<file path="src/hw/cfm_pkg.sv">
// constants, register map and state type of the clock failure monitor
package cfm_pkg;

	localparam int CLK_HZ = 100_000_000;
	localparam int CLK_PERIOD_NS = 10;

	// primary failure threshold in hertz, nominal; tolerance is wide
	localparam int PRIM_FAIL_HZ = 1000;
	// longest silent gap, rounded down to whole cycles
	localparam int PRIM_FAIL_CYC = CLK_HZ / PRIM_FAIL_HZ;
	localparam int WDOG_FAIL_CYC = 8004;
	localparam int CNT_W = 17;

	localparam int DATA_W = 8;
	localparam int ADDR_W = 2;

	localparam logic [1:0] ADDR_CTRL = 2'h0;
	localparam logic [1:0] ADDR_STAT = 2'h1;
	localparam logic [1:0] ADDR_MASK = 2'h2;

	localparam int CTRL_SOF_BIT = 0;
	localparam int CTRL_WOF_BIT = 1;
	localparam int CTRL_IPO_BIT = 2;
	localparam int CTRL_WOSC_BIT = 3;
	localparam int CTRL_SEL_LSB = 4;
	localparam int SEL_W = 3;

	localparam int EV_PRIM = 0;
	localparam int EV_WDOG = 1;

	localparam logic [7:0] CTRL_RST = 8'h0c;
	localparam logic [7:0] STAT_RST = 8'h00;
	localparam logic [7:0] MASK_RST = 8'h00;
	localparam logic [7:0] STAT_USED = 8'h03;

	localparam logic [2:0] SEL_IPO = 3'h0;
	localparam logic [2:0] SEL_WDOG = 3'h3;

	typedef enum logic [0:0] {
		CFM_NORMAL = 1'b0,
		CFM_RECOVER = 1'b1
	} cfm_state_e;

endpackage : cfm_pkg

</file>
<file path="src/hw/cfm_clock_failure_monitor.sv">
// clock failure monitor: two oscillator watchdogs, recovery switch, registers
`timescale 1ns/100ps

// How it works
// - detectors left enabled across a source change may flag a spurious failure
// - detectors may be re-enabled any time after the source select write completes
// - precision oscillator enabled after reset; source changes never disable it (here any control write with bit 2 clear turns it off)
// - primary oscillator failure raises a maskable interrupt event
// - primary failure forces the watchdog oscillator onto the system clock
// - forced switch only while watchdog oscillator enabled; reset function not needed
// - primary detector fires when frequency drops below about one kilohertz
// - watchdog oscillator failure raises a nonmaskable interrupt event
// - watchdog oscillator failure never changes the system clock source
// - after a watchdog oscillator failure primary detection stops working
// - watchdog detector declares failure after 8004 clocks without a watchdog edge
module cfm_clock_failure_monitor #(
	parameter int PRIM_FAIL_CYC = cfm_pkg::PRIM_FAIL_CYC,
	parameter int WDOG_FAIL_CYC = cfm_pkg::WDOG_FAIL_CYC,
	parameter int CNT_W = cfm_pkg::CNT_W
) (
	input wire logic clk_i,
	input wire logic rst_n_i,
	input wire logic ce_i,
	input wire logic sys_osc_i,
	input wire logic wdog_osc_i,
	input wire logic [cfm_pkg::ADDR_W-1:0] addr_i,
	input wire logic [cfm_pkg::DATA_W-1:0] wdata_i,
	input wire logic wr_i,
	input wire logic rd_i,
	output logic [cfm_pkg::DATA_W-1:0] rdata_o,
	output logic irq_o,
	output logic nmi_o,
	output logic [cfm_pkg::SEL_W-1:0] clock_source_select_o,
	output logic internal_precision_osc_o,
	output logic wdog_osc_en_o,
	output logic recovery_o
);

	// parking value: the pulse comes on the last cycle of the full silent count
	localparam logic [CNT_W-1:0] PRIM_MAX = CNT_W'(PRIM_FAIL_CYC);
	localparam logic [CNT_W-1:0] WDOG_MAX = CNT_W'(WDOG_FAIL_CYC);

	logic [7:0] oscillator_control_reg;
	logic [7:0] stat;
	logic [7:0] mask;
	logic [7:0] next_ctrl;
	logic [7:0] next_stat;
	logic [7:0] next_mask;
	logic [7:0] next_rdata;
	logic [CNT_W-1:0] prim_cnt;
	logic [CNT_W-1:0] wdog_cnt;
	logic [CNT_W-1:0] next_prim_cnt;
	logic [CNT_W-1:0] next_wdog_cnt;
	logic sys_osc_q;
	logic wdog_osc_q;
	logic wdog_dead;
	logic next_wdog_dead;
	logic [cfm_pkg::SEL_W-1:0] next_sel;
	cfm_pkg::cfm_state_e state;
	cfm_pkg::cfm_state_e next_state;

	logic sys_osc_fail_detect_en;
	logic wdog_osc_fail_detect_en;
	logic prim_edge;
	logic wdog_edge;
	logic prim_pulse;
	logic wdog_pulse;
	logic wr_ctrl;
	logic wr_stat;
	logic wr_mask;
	logic sof_rise;
	logic wof_rise;

	function automatic logic hit(input logic [cfm_pkg::ADDR_W-1:0] a,
		input logic [cfm_pkg::ADDR_W-1:0] b);
		hit = (a == b);
	endfunction : hit

	assign wr_ctrl = wr_i & hit(addr_i, cfm_pkg::ADDR_CTRL);
	assign wr_stat = wr_i & hit(addr_i, cfm_pkg::ADDR_STAT);
	assign wr_mask = wr_i & hit(addr_i, cfm_pkg::ADDR_MASK);

	// inputs are synchronous, so a one-flop history is enough for edges
	assign prim_edge = sys_osc_i ^ sys_osc_q;
	assign wdog_edge = wdog_osc_i ^ wdog_osc_q;

	// primary detection is dead for good once the watchdog clock is lost
	assign sys_osc_fail_detect_en = oscillator_control_reg[cfm_pkg::CTRL_SOF_BIT]
		& ~wdog_dead;
	assign wdog_osc_fail_detect_en = oscillator_control_reg[cfm_pkg::CTRL_WOF_BIT];

	assign sof_rise = wr_ctrl & wdata_i[cfm_pkg::CTRL_SOF_BIT]
		& ~oscillator_control_reg[cfm_pkg::CTRL_SOF_BIT];
	assign wof_rise = wr_ctrl & wdata_i[cfm_pkg::CTRL_WOF_BIT]
		& ~oscillator_control_reg[cfm_pkg::CTRL_WOF_BIT];

	// one pulse per silent gap; the counter parks at its limit afterwards
	assign prim_pulse = ce_i & sys_osc_fail_detect_en & ~prim_edge
		& (prim_cnt == PRIM_MAX - CNT_W'(1));
	assign wdog_pulse = ce_i & wdog_osc_fail_detect_en & ~wdog_edge
		& (wdog_cnt == WDOG_MAX - CNT_W'(1));

	// detectors: counters run on, unaware of source switches
	always_comb begin
		next_prim_cnt = prim_cnt;
		next_wdog_cnt = wdog_cnt;
		next_wdog_dead = wdog_dead | wdog_pulse;
		if (!sys_osc_fail_detect_en || prim_edge || sof_rise) begin
			next_prim_cnt = '0;
		end else if (prim_cnt != PRIM_MAX) begin
			next_prim_cnt = prim_cnt + CNT_W'(1);
		end
		if (!wdog_osc_fail_detect_en || wdog_edge || wof_rise) begin
			next_wdog_cnt = '0;
		end else if (wdog_cnt != WDOG_MAX) begin
			next_wdog_cnt = wdog_cnt + CNT_W'(1);
		end
	end

	always_ff @(posedge clk_i or negedge rst_n_i) begin
		if (!rst_n_i) begin
			prim_cnt <= '0;
			wdog_cnt <= '0;
			wdog_dead <= 1'b0;
			sys_osc_q <= 1'b0;
			wdog_osc_q <= 1'b0;
		end else if (ce_i) begin
			prim_cnt <= next_prim_cnt;
			wdog_cnt <= next_wdog_cnt;
			wdog_dead <= next_wdog_dead;
			sys_osc_q <= sys_osc_i;
			wdog_osc_q <= wdog_osc_i;
		end
	end

	// recovery: any control write hands the source back to software
	always_comb begin
		next_state = state;
		case (state)
			cfm_pkg::CFM_NORMAL: begin
				if (prim_pulse && oscillator_control_reg[cfm_pkg::CTRL_WOSC_BIT]) begin
					next_state = cfm_pkg::CFM_RECOVER;
				end
			end
			cfm_pkg::CFM_RECOVER: begin
				if (wr_ctrl) begin
					next_state = cfm_pkg::CFM_NORMAL;
				end
			end
			default: begin
				next_state = cfm_pkg::CFM_NORMAL;
			end
		endcase
	end

	// the watchdog failure pulse plays no part in the select
	always_comb begin
		if (next_state == cfm_pkg::CFM_RECOVER) begin
			next_sel = cfm_pkg::SEL_WDOG;
		end else begin
			next_sel = next_ctrl[cfm_pkg::CTRL_SEL_LSB +: cfm_pkg::SEL_W];
		end
	end

	// registers: status sets beat a same-cycle write-one clear
	always_comb begin
		next_ctrl = oscillator_control_reg;
		next_mask = mask;
		next_stat = stat;
		next_rdata = 8'h00;
		if (wr_ctrl) begin
			next_ctrl = wdata_i;
		end
		if (wr_mask) begin
			next_mask = wdata_i & cfm_pkg::STAT_USED;
		end
		if (wr_stat) begin
			next_stat = stat & ~wdata_i;
		end
		next_stat[cfm_pkg::EV_PRIM] = next_stat[cfm_pkg::EV_PRIM] | prim_pulse;
		next_stat[cfm_pkg::EV_WDOG] = next_stat[cfm_pkg::EV_WDOG] | wdog_pulse;
		if (rd_i) begin
			case (addr_i)
				cfm_pkg::ADDR_CTRL: next_rdata = oscillator_control_reg;
				cfm_pkg::ADDR_STAT: next_rdata = stat;
				cfm_pkg::ADDR_MASK: next_rdata = mask;
				default: next_rdata = 8'h00;
			endcase
		end
	end

	always_ff @(posedge clk_i or negedge rst_n_i) begin
		if (!rst_n_i) begin
			oscillator_control_reg <= cfm_pkg::CTRL_RST;
			stat <= cfm_pkg::STAT_RST;
			mask <= cfm_pkg::MASK_RST;
			rdata_o <= 8'h00;
			state <= cfm_pkg::CFM_NORMAL;
			clock_source_select_o <= cfm_pkg::SEL_IPO;
		end else if (ce_i) begin
			oscillator_control_reg <= next_ctrl;
			stat <= next_stat;
			mask <= next_mask;
			rdata_o <= next_rdata;
			state <= next_state;
			clock_source_select_o <= next_sel;
		end
	end

	assign irq_o = |(stat & mask);
	// not maskable: the handler must learn of a lost watchdog clock
	assign nmi_o = stat[cfm_pkg::EV_WDOG];
	assign internal_precision_osc_o = oscillator_control_reg[cfm_pkg::CTRL_IPO_BIT];
	assign wdog_osc_en_o = oscillator_control_reg[cfm_pkg::CTRL_WOSC_BIT];
	assign recovery_o = (state == cfm_pkg::CFM_RECOVER);
endmodule : cfm_clock_failure_monitor

</file>
<file path="config.mk">
export PLATFORM = sky130hd
export DESIGN_NAME = cfm_clock_failure_monitor
export DESIGN_NICKNAME = d
export VERILOG_FILES = /design/src/hw/cfm_pkg.sv /design/src/hw/cfm_clock_failure_monitor.sv
export SDC_FILE = /design/constraint.sdc
export NUM_CORES = 1
export LEC_CHECK = 0
export ABC_AREA = 1
export BUFFER_PORTS_ARGS = -buffer_cell sky130_fd_sc_hd__clkbuf_2
export CORE_ASPECT_RATIO = 0.75
export CORE_MARGIN = 1.5
export CORE_UTILIZATION = 28
export CTS_BUF_LIST = sky130_fd_sc_hd__clkbuf_16
export CTS_CLUSTER_SIZE = 10
export DETAILED_ROUTE_END_ITERATION = 8
export HOLD_SLACK_MARGIN = 0.08
export PLACE_DENSITY = 0.55
export SYNTH_ARGS = -nofsm -noshare
export SYNTH_HDL_FRONTEND = slang
export SYNTH_SLANG_ARGS = --single-unit
</file>
<file path="constraint.sdc">
create_clock -name clk_i -period 2.1 [get_ports clk_i]
set_clock_uncertainty 0.05 [all_clocks]
set_input_delay 0.105 -clock clk_i [delete_from_list [all_inputs] [get_ports clk_i]]
set_output_delay 0.105 -clock clk_i [all_outputs]
set_load 0.02 [all_outputs]
</file>
=== After elaboration in Yosys (flattened, before gate mapping) ===
Cells that the tools add are included.

* Bits in read-only memories: 0
* Bits of input ports: 17
* Word-level logic and storage cells: 77
* Flip-flop bits (word level): 67
* Memory bits (writable): 0
* Memories: 0
* Latch bits: 0

* Divide/modulo/power cells: 0
* Multipliers: 0
* Shift operators: 0
* Magnitude comparators: 0
* Reductions and logical operators: 16
* $add $sub $neg: 2
* Bitwise logic cells: 28
* Equal/unequal tests: 6
* Mux-type cells: 12

{| class="wikitable"
|+ Operators by type and width
! cell !! number
|-
| 2-to-1 mux 17 bit || 4
|-
| adder 17 x 1 -> 17 bit (second input constant) || 2
|-
| case mux 8 bit (3 select lines) || 1
|-
| equality test 17 x 13 -> 1 bit (second input constant) || 1
|-
| equality test 17 bit (second input constant) || 1
|-
| inequality test 17 x 13 -> 1 bit (second input constant) || 1
|-
| inequality test 17 bit (second input constant) || 1
|-
| bitwise AND 1 bit || 14
|-
| AND reduction 2 bit || 5
|-
| bitwise AND 8 x 2 -> 8 bit || 1
|-
| bitwise AND 8 bit || 1
|-
| 2-to-1 mux 8 bit || 1
|-
| inverter 8 bit || 1
|-
| OR reduction 8 bit || 1
|-
| 2-to-1 mux 7 bit || 1
|-
| inverter 1 bit || 6
|-
| logical OR 1 bit || 4
|-
| nonzero test 2 bit || 2
|-
| 2-to-1 mux 3 bit || 1
|-
| OR 1 bit || 3
|-
| equality test 2 x 1 -> 1 bit (second input constant) || 1
|-
| equality test 2 bit (second input constant) || 1
|-
| logical NOT 1 bit || 2
|-
| logical NOT 2 bit || 1
|-
| other kinds (5) || 7
|}

=== Logic depth before layout (Yosys ltp) ===
* Word-level depth: 9
* Mapped depth: 10

=== Worst setup path after synthesis ===
Ideal clock, no wire load.

* Path type: flip-flop to flip-flop
* From: register wdog_cnt[0]
* To: register wdog_cnt[7]
* Slack: 0.637 ns
* Buffers on the path: 1
* Arrival time: 1.296 ns
* Clock period less this slack: 1.463 ns
* Cell stages (with the launch flop): 11
* Cell sequence: dfrtp_1 > inv_1 > ha_1 > nand3_1 > nor2_2 > nand3_4 > nand2_4 > inv_4 > buf_6 > nand2_1 > nand2_1

* Word-level cells in the longest chain between the ends: 3
* Elaborated cells on any way between the ends: 6

{| class="wikitable"
|+ RTL lines
! element !! RTL line !! text
|-
| start: declaration || cfm_clock_failure_monitor.sv:51 || <nowiki>logic [CNT_W-1:0] wdog_cnt;</nowiki>
|-
| start signal: assignment || cfm_clock_failure_monitor.sv:129 || <nowiki>wdog_cnt <= next_wdog_cnt;</nowiki>
|-
| adder 17 x 1 -> 17 bit or inequality test 17 x 13 -> 1 bit (tied branches) || cfm_clock_failure_monitor.sv:116, cfm_clock_failure_monitor.sv:115 ||
|-
| 2-to-1 mux 17 bit or nonzero test 2 bit (tied branches) || -- ||
|-
| 2-to-1 mux 17 bit or AND reduction 2 bit (tied branches) || -- ||
|}

Several ways; a longest one is shown, not always the timed one. The select of a mux whose other input is x is not followed.
A chain may end at the register's enable or synchronous reset.

=== Worst setup path in the final report ===
* From: input sys_osc_i
* To: register prim_cnt[2]

* Word-level cells in the longest chain between the ends: 5
* Elaborated cells on any way between the ends: 6

{| class="wikitable"
|+ RTL lines
! element !! RTL line !! text
|-
| start: declaration || cfm_clock_failure_monitor.sv:24 || <nowiki>input wire logic sys_osc_i,</nowiki>
|-
| bitwise XOR 1 bit (*) || cfm_clock_failure_monitor.sv:84 || <nowiki>assign prim_edge = sys_osc_i ^ sys_osc_q;</nowiki>
|-
| logical OR 1 bit (*) (2 in series) || cfm_clock_failure_monitor.sv:108 || <nowiki>if (!sys_osc_fail_detect_en || prim_edge || sof_rise) begin</nowiki>
|-
| nonzero test 2 bit (no line) || -- ||
|-
| AND reduction 2 bit (no line) || -- ||
|-
| end signal: assignment || cfm_clock_failure_monitor.sv:128 || <nowiki>prim_cnt <= next_prim_cnt;</nowiki>
|-
| end: declaration || cfm_clock_failure_monitor.sv:50 || <nowiki>logic [CNT_W-1:0] prim_cnt;</nowiki>
|}

Every way passes the cells marked *; elsewhere a longest branch is shown, timed or not.

==> metrics.yaml <==
layout.nets: 584
dp_hpwl_um: 7340
worstMarginPinSlew_ns: 0.485
clkLatencyLatePin_ns: 0.33
min_period_over_period_pct: 84.7
seq_area_frac_synth_pct: 43.4
synthSimpleGateAreaFrac_pct: 33.9
p_sw_w: 0.000817
yosysMostFrequentCell: "nand2_1"
grt_max_degree: 49
core-area_um2: 13200
grt_pass1_wl_um: 16600
syn_nets: 538
synth_top_area_cell: "dfrtp_1"
initial_utilization_pct: 29.2
preCtsSetupSlack_ns: 0.355
drtAntennaViolNets: 0
final_max_slew_viol_count: 0
power_density_nw_per_um2: 678
grt-ovfl-total: 0
p_int_w: 0.00228
criticalPathCategory: "in2reg"
fillers: 1432
grt.total_usage_pct: 14.4
cts-buffers-inserted: 9
cts.reportedPaths.clkPinSlew_ns: 0.05
synth_edf_count: 0
synth_xor_area_share_pct: 2.72
status: "completed"
vdd_drop_max_mv: 0.408
synthTopCellsByCount: "156 x nand2_1, 65 x dfrtp_1, 59 x nor2_1"
synth-compound-area-share_pct: 10.5
via_per_inst: 4.71
cts_num_sinks: 67
muxShareOfSynthArea_pct: 0.583
setup_violations: 0
synth.area.top_cells: "dfrtp_1 42%, nand2_1 15%, nor2_1 5.7%"
routabilityCongestion: 0.866
clock-root-buffer: "clkbuf_16"
cp-start-kind: "primary input"
worst_slack_ns: 0.321
rsz0062_at_grt: "no"
synthAdderAreaFrac_pct: 1.29
finalHoldViolCount: 0
tritoncts: "done"
timing.fmax_mhz: 562
htreeDepth: 3
die_h_um: 105
cp.buffers_inverters: 5
min_period_ns: 1.78
critical-path-top-delay-family: "buffers and inverters"
cp_max_fo: 24
placementRows: 36
drt_pre_antenna_iters: 4
setup_tns_ns: 0
wl_per_cell_um: 13.3
antenna_found_initial: 0
io_buffers: 32
p_comb_share_pct: 11.6
design.die.area_um2: 14500
antennaDiodeCount: 0
crit_chain: "dlygate4sd3_1 > clkbuf_2 > inv_1 > nand2_1 > nand3_2 > inv_2 > nand3_1 > nand2_2 > buf_4 > o21ai_0"
avgSynthCellArea_um2: 7.48
drcViolationCount: 0
hp-class: "in2reg"
reg.largest.list: "prim_cnt x17, wdog_cnt x17"
drive_above_1_share_pct: 13.7
pwr-share-seq_pct: 46.3
swShare_pct: 26.4
via_count: 3478
critPathMaxStageDelay_ns: 0.52
slew_headroom_pct: 67.7
yosys.area.top_type_share_pct: 42.1
p_leak_nw: 2.02
worstPathArrival_ns: 1.93
wl_um: 9830
die_w_um: 139
synth_cell_type_count: 32
yosys_most_used_dff: "dfrtp_1"
synth_area_um2: 3860
synth_seq_cells: 67
cp-end-kind: "register"
grt_pass1_vias: 3205
ctsResizeCount: 0
power_frac_clock_pct: 42.0
cp_slowest_cell: "dlygate4sd3_1"
syn_to_final_growth_pct: 18.1
synthArstFlopShare_pct: 100
initialDrtViolationCount: 237
cp.required_ns: 2.25
yosysWarningCount: 0
io_pins: 33
cts_max_path_buffers: 2
cap_violations: 0
synth_top_family_by_area: "simple AND/OR/NAND/NOR gates"
postSynthCellCount: 517
## power by group through the flow
stage | registers (W) | logic, W | clock network, W
floorplan | 0.00148 | 0.000183 | 0
finish | 0.00143 | 0.000360 | 0.00130
global route | 0.00144 | 0.000412 | 0.00142
global placement | 0.00145 | 0.000342 | 0
CTS | 0.00143 | 0.000367 | 0.00135
detailed placement | 0.00146 | 0.000348 | 0
## stage by stage
step | cell area [um2] | total power (W) | hold WS [ns] | utilization [%] | std cells
floorplan | 3860 | 0.00166 | -0.241 | - | 517
global placement | 4190 | 0.00180 | 0.0324 | 31.7 | 711
detailed placement | 4190 | 0.00180 | 0.0357 | 31.7 | 711
CTS | 4570 | 0.00315 | 0.127 | 34.5 | 739
global route | 4570 | 0.00327 | 0.190 | 34.5 | 739
finish | 4570 | 0.00309 | 0.142 | 34.5 | 739
## cell type report
type                    instances  area [um2]  area share (%)
inverters                      54         205            4.49
flip-flops and latches         67        1680            36.8
repair buffers                 48         323            7.07
well taps                     171         214            4.69
clock inverters                 7        28.8           0.630
clock buffers                   9         225            4.93
multi-input cells             383        1890            41.4
## layout by cell type (no fill, tap or decap)
| master | n |
|---|---|
| inv_1 | 52 |
| nor3_1 | 1 |
| nand3b_1 | 3 |
| buf_4 | 3 |
| inv_2 | 4 |
| nor2_2 | 3 |
| nand3_2 | 3 |
| nand4_1 | 15 |
| inv_4 | 1 |
| dlygate4sd3_1 | 12 |
| clkbuf_16 | 9 |
| o22ai_1 | 4 |
| o211ai_1 | 1 |
| nand3_4 | 1 |
| dfstp_2 | 2 |
| nand3_1 | 44 |
| nand2_2 | 6 |
| nand2_4 | 1 |
| a21oi_1 | 12 |
| a22o_1 | 1 |
| mux2_1 | 2 |
| clkinv_2 | 2 |
| buf_12 | 1 |
| dfrtp_1 | 65 |
| o21bai_1 | 10 |
| buf_2 | 1 |
| o21ai_1 | 3 |
| ha_1 | 4 |
| clkbuf_2 | 31 |
| clkinv_1 | 2 |
| o21ai_2 | 6 |
| nand2_1 | 156 |
| nor2_4 | 4 |
| o21ai_0 | 32 |
| xor2_1 | 12 |
| nor2_1 | 59 |
## metal layers
metal	track usage [%]	vias up	wire (um)
met2	19.6	90	3980
met4	5.43	0	114
met1	21.7	1624	5280
met3	3.53	6	455
li1	-	1758	-
met5	0	-	0
## path summary, 6_finish.rpt
| kind | from | endpoint | slack (ns) | cells after the start |
|---|---|---|---|---|
| min reg2reg | wdog_dead$_DFFE_PN0P_ | wdog_dead$_DFFE_PN0P_ | 0.42 | 2 |
| max | sys_osc_i | prim_cnt[2]$_DFFE_PN0P_ | 0.32 | 10 |
| min in group asynchronous | rst_n_i | prim_cnt[5]$_DFFE_PN0P_ | 0.22 | 2 |
| max in group asynchronous | rst_n_i | oscillator_control_reg[3]$_DFFE_PN1P_ | 1.10 | 3 |
| max reg2reg | wdog_dead$_DFFE_PN0P_ | prim_cnt[2]$_DFFE_PN0P_ | 0.36 | 7 |
| min | addr_i[0] | mask[1]$_DFFE_PN0P_ | 0.14 | 4 |
## tightest hold or removal path, cell delays in order
cell	delay [ns]
clkbuf_2	0.11
nor2_1	0.07
nand2_1	0.11
o21ai_0	0.08
## logic make-up (layout without fill, tap and decap cells)
group | Yosys count | count (layout)
buffers and inverters | 67 | 118
DFF | 67 | 67
muxes | 2 | 2
AOI/OAI and AO/OA | 69 | 69
and+or+nand+nor | 296 | 296
xor gates and xnor gates | 12 | 12
adders and majority gates | 4 | 4
## what timing repair did
item                                   CTS  global route
setup buffers                            0             0
endpoints found under the hold margin   37             0
hold buffers                            12             0
No activity file was read; power rests on OpenSTA's default activity.
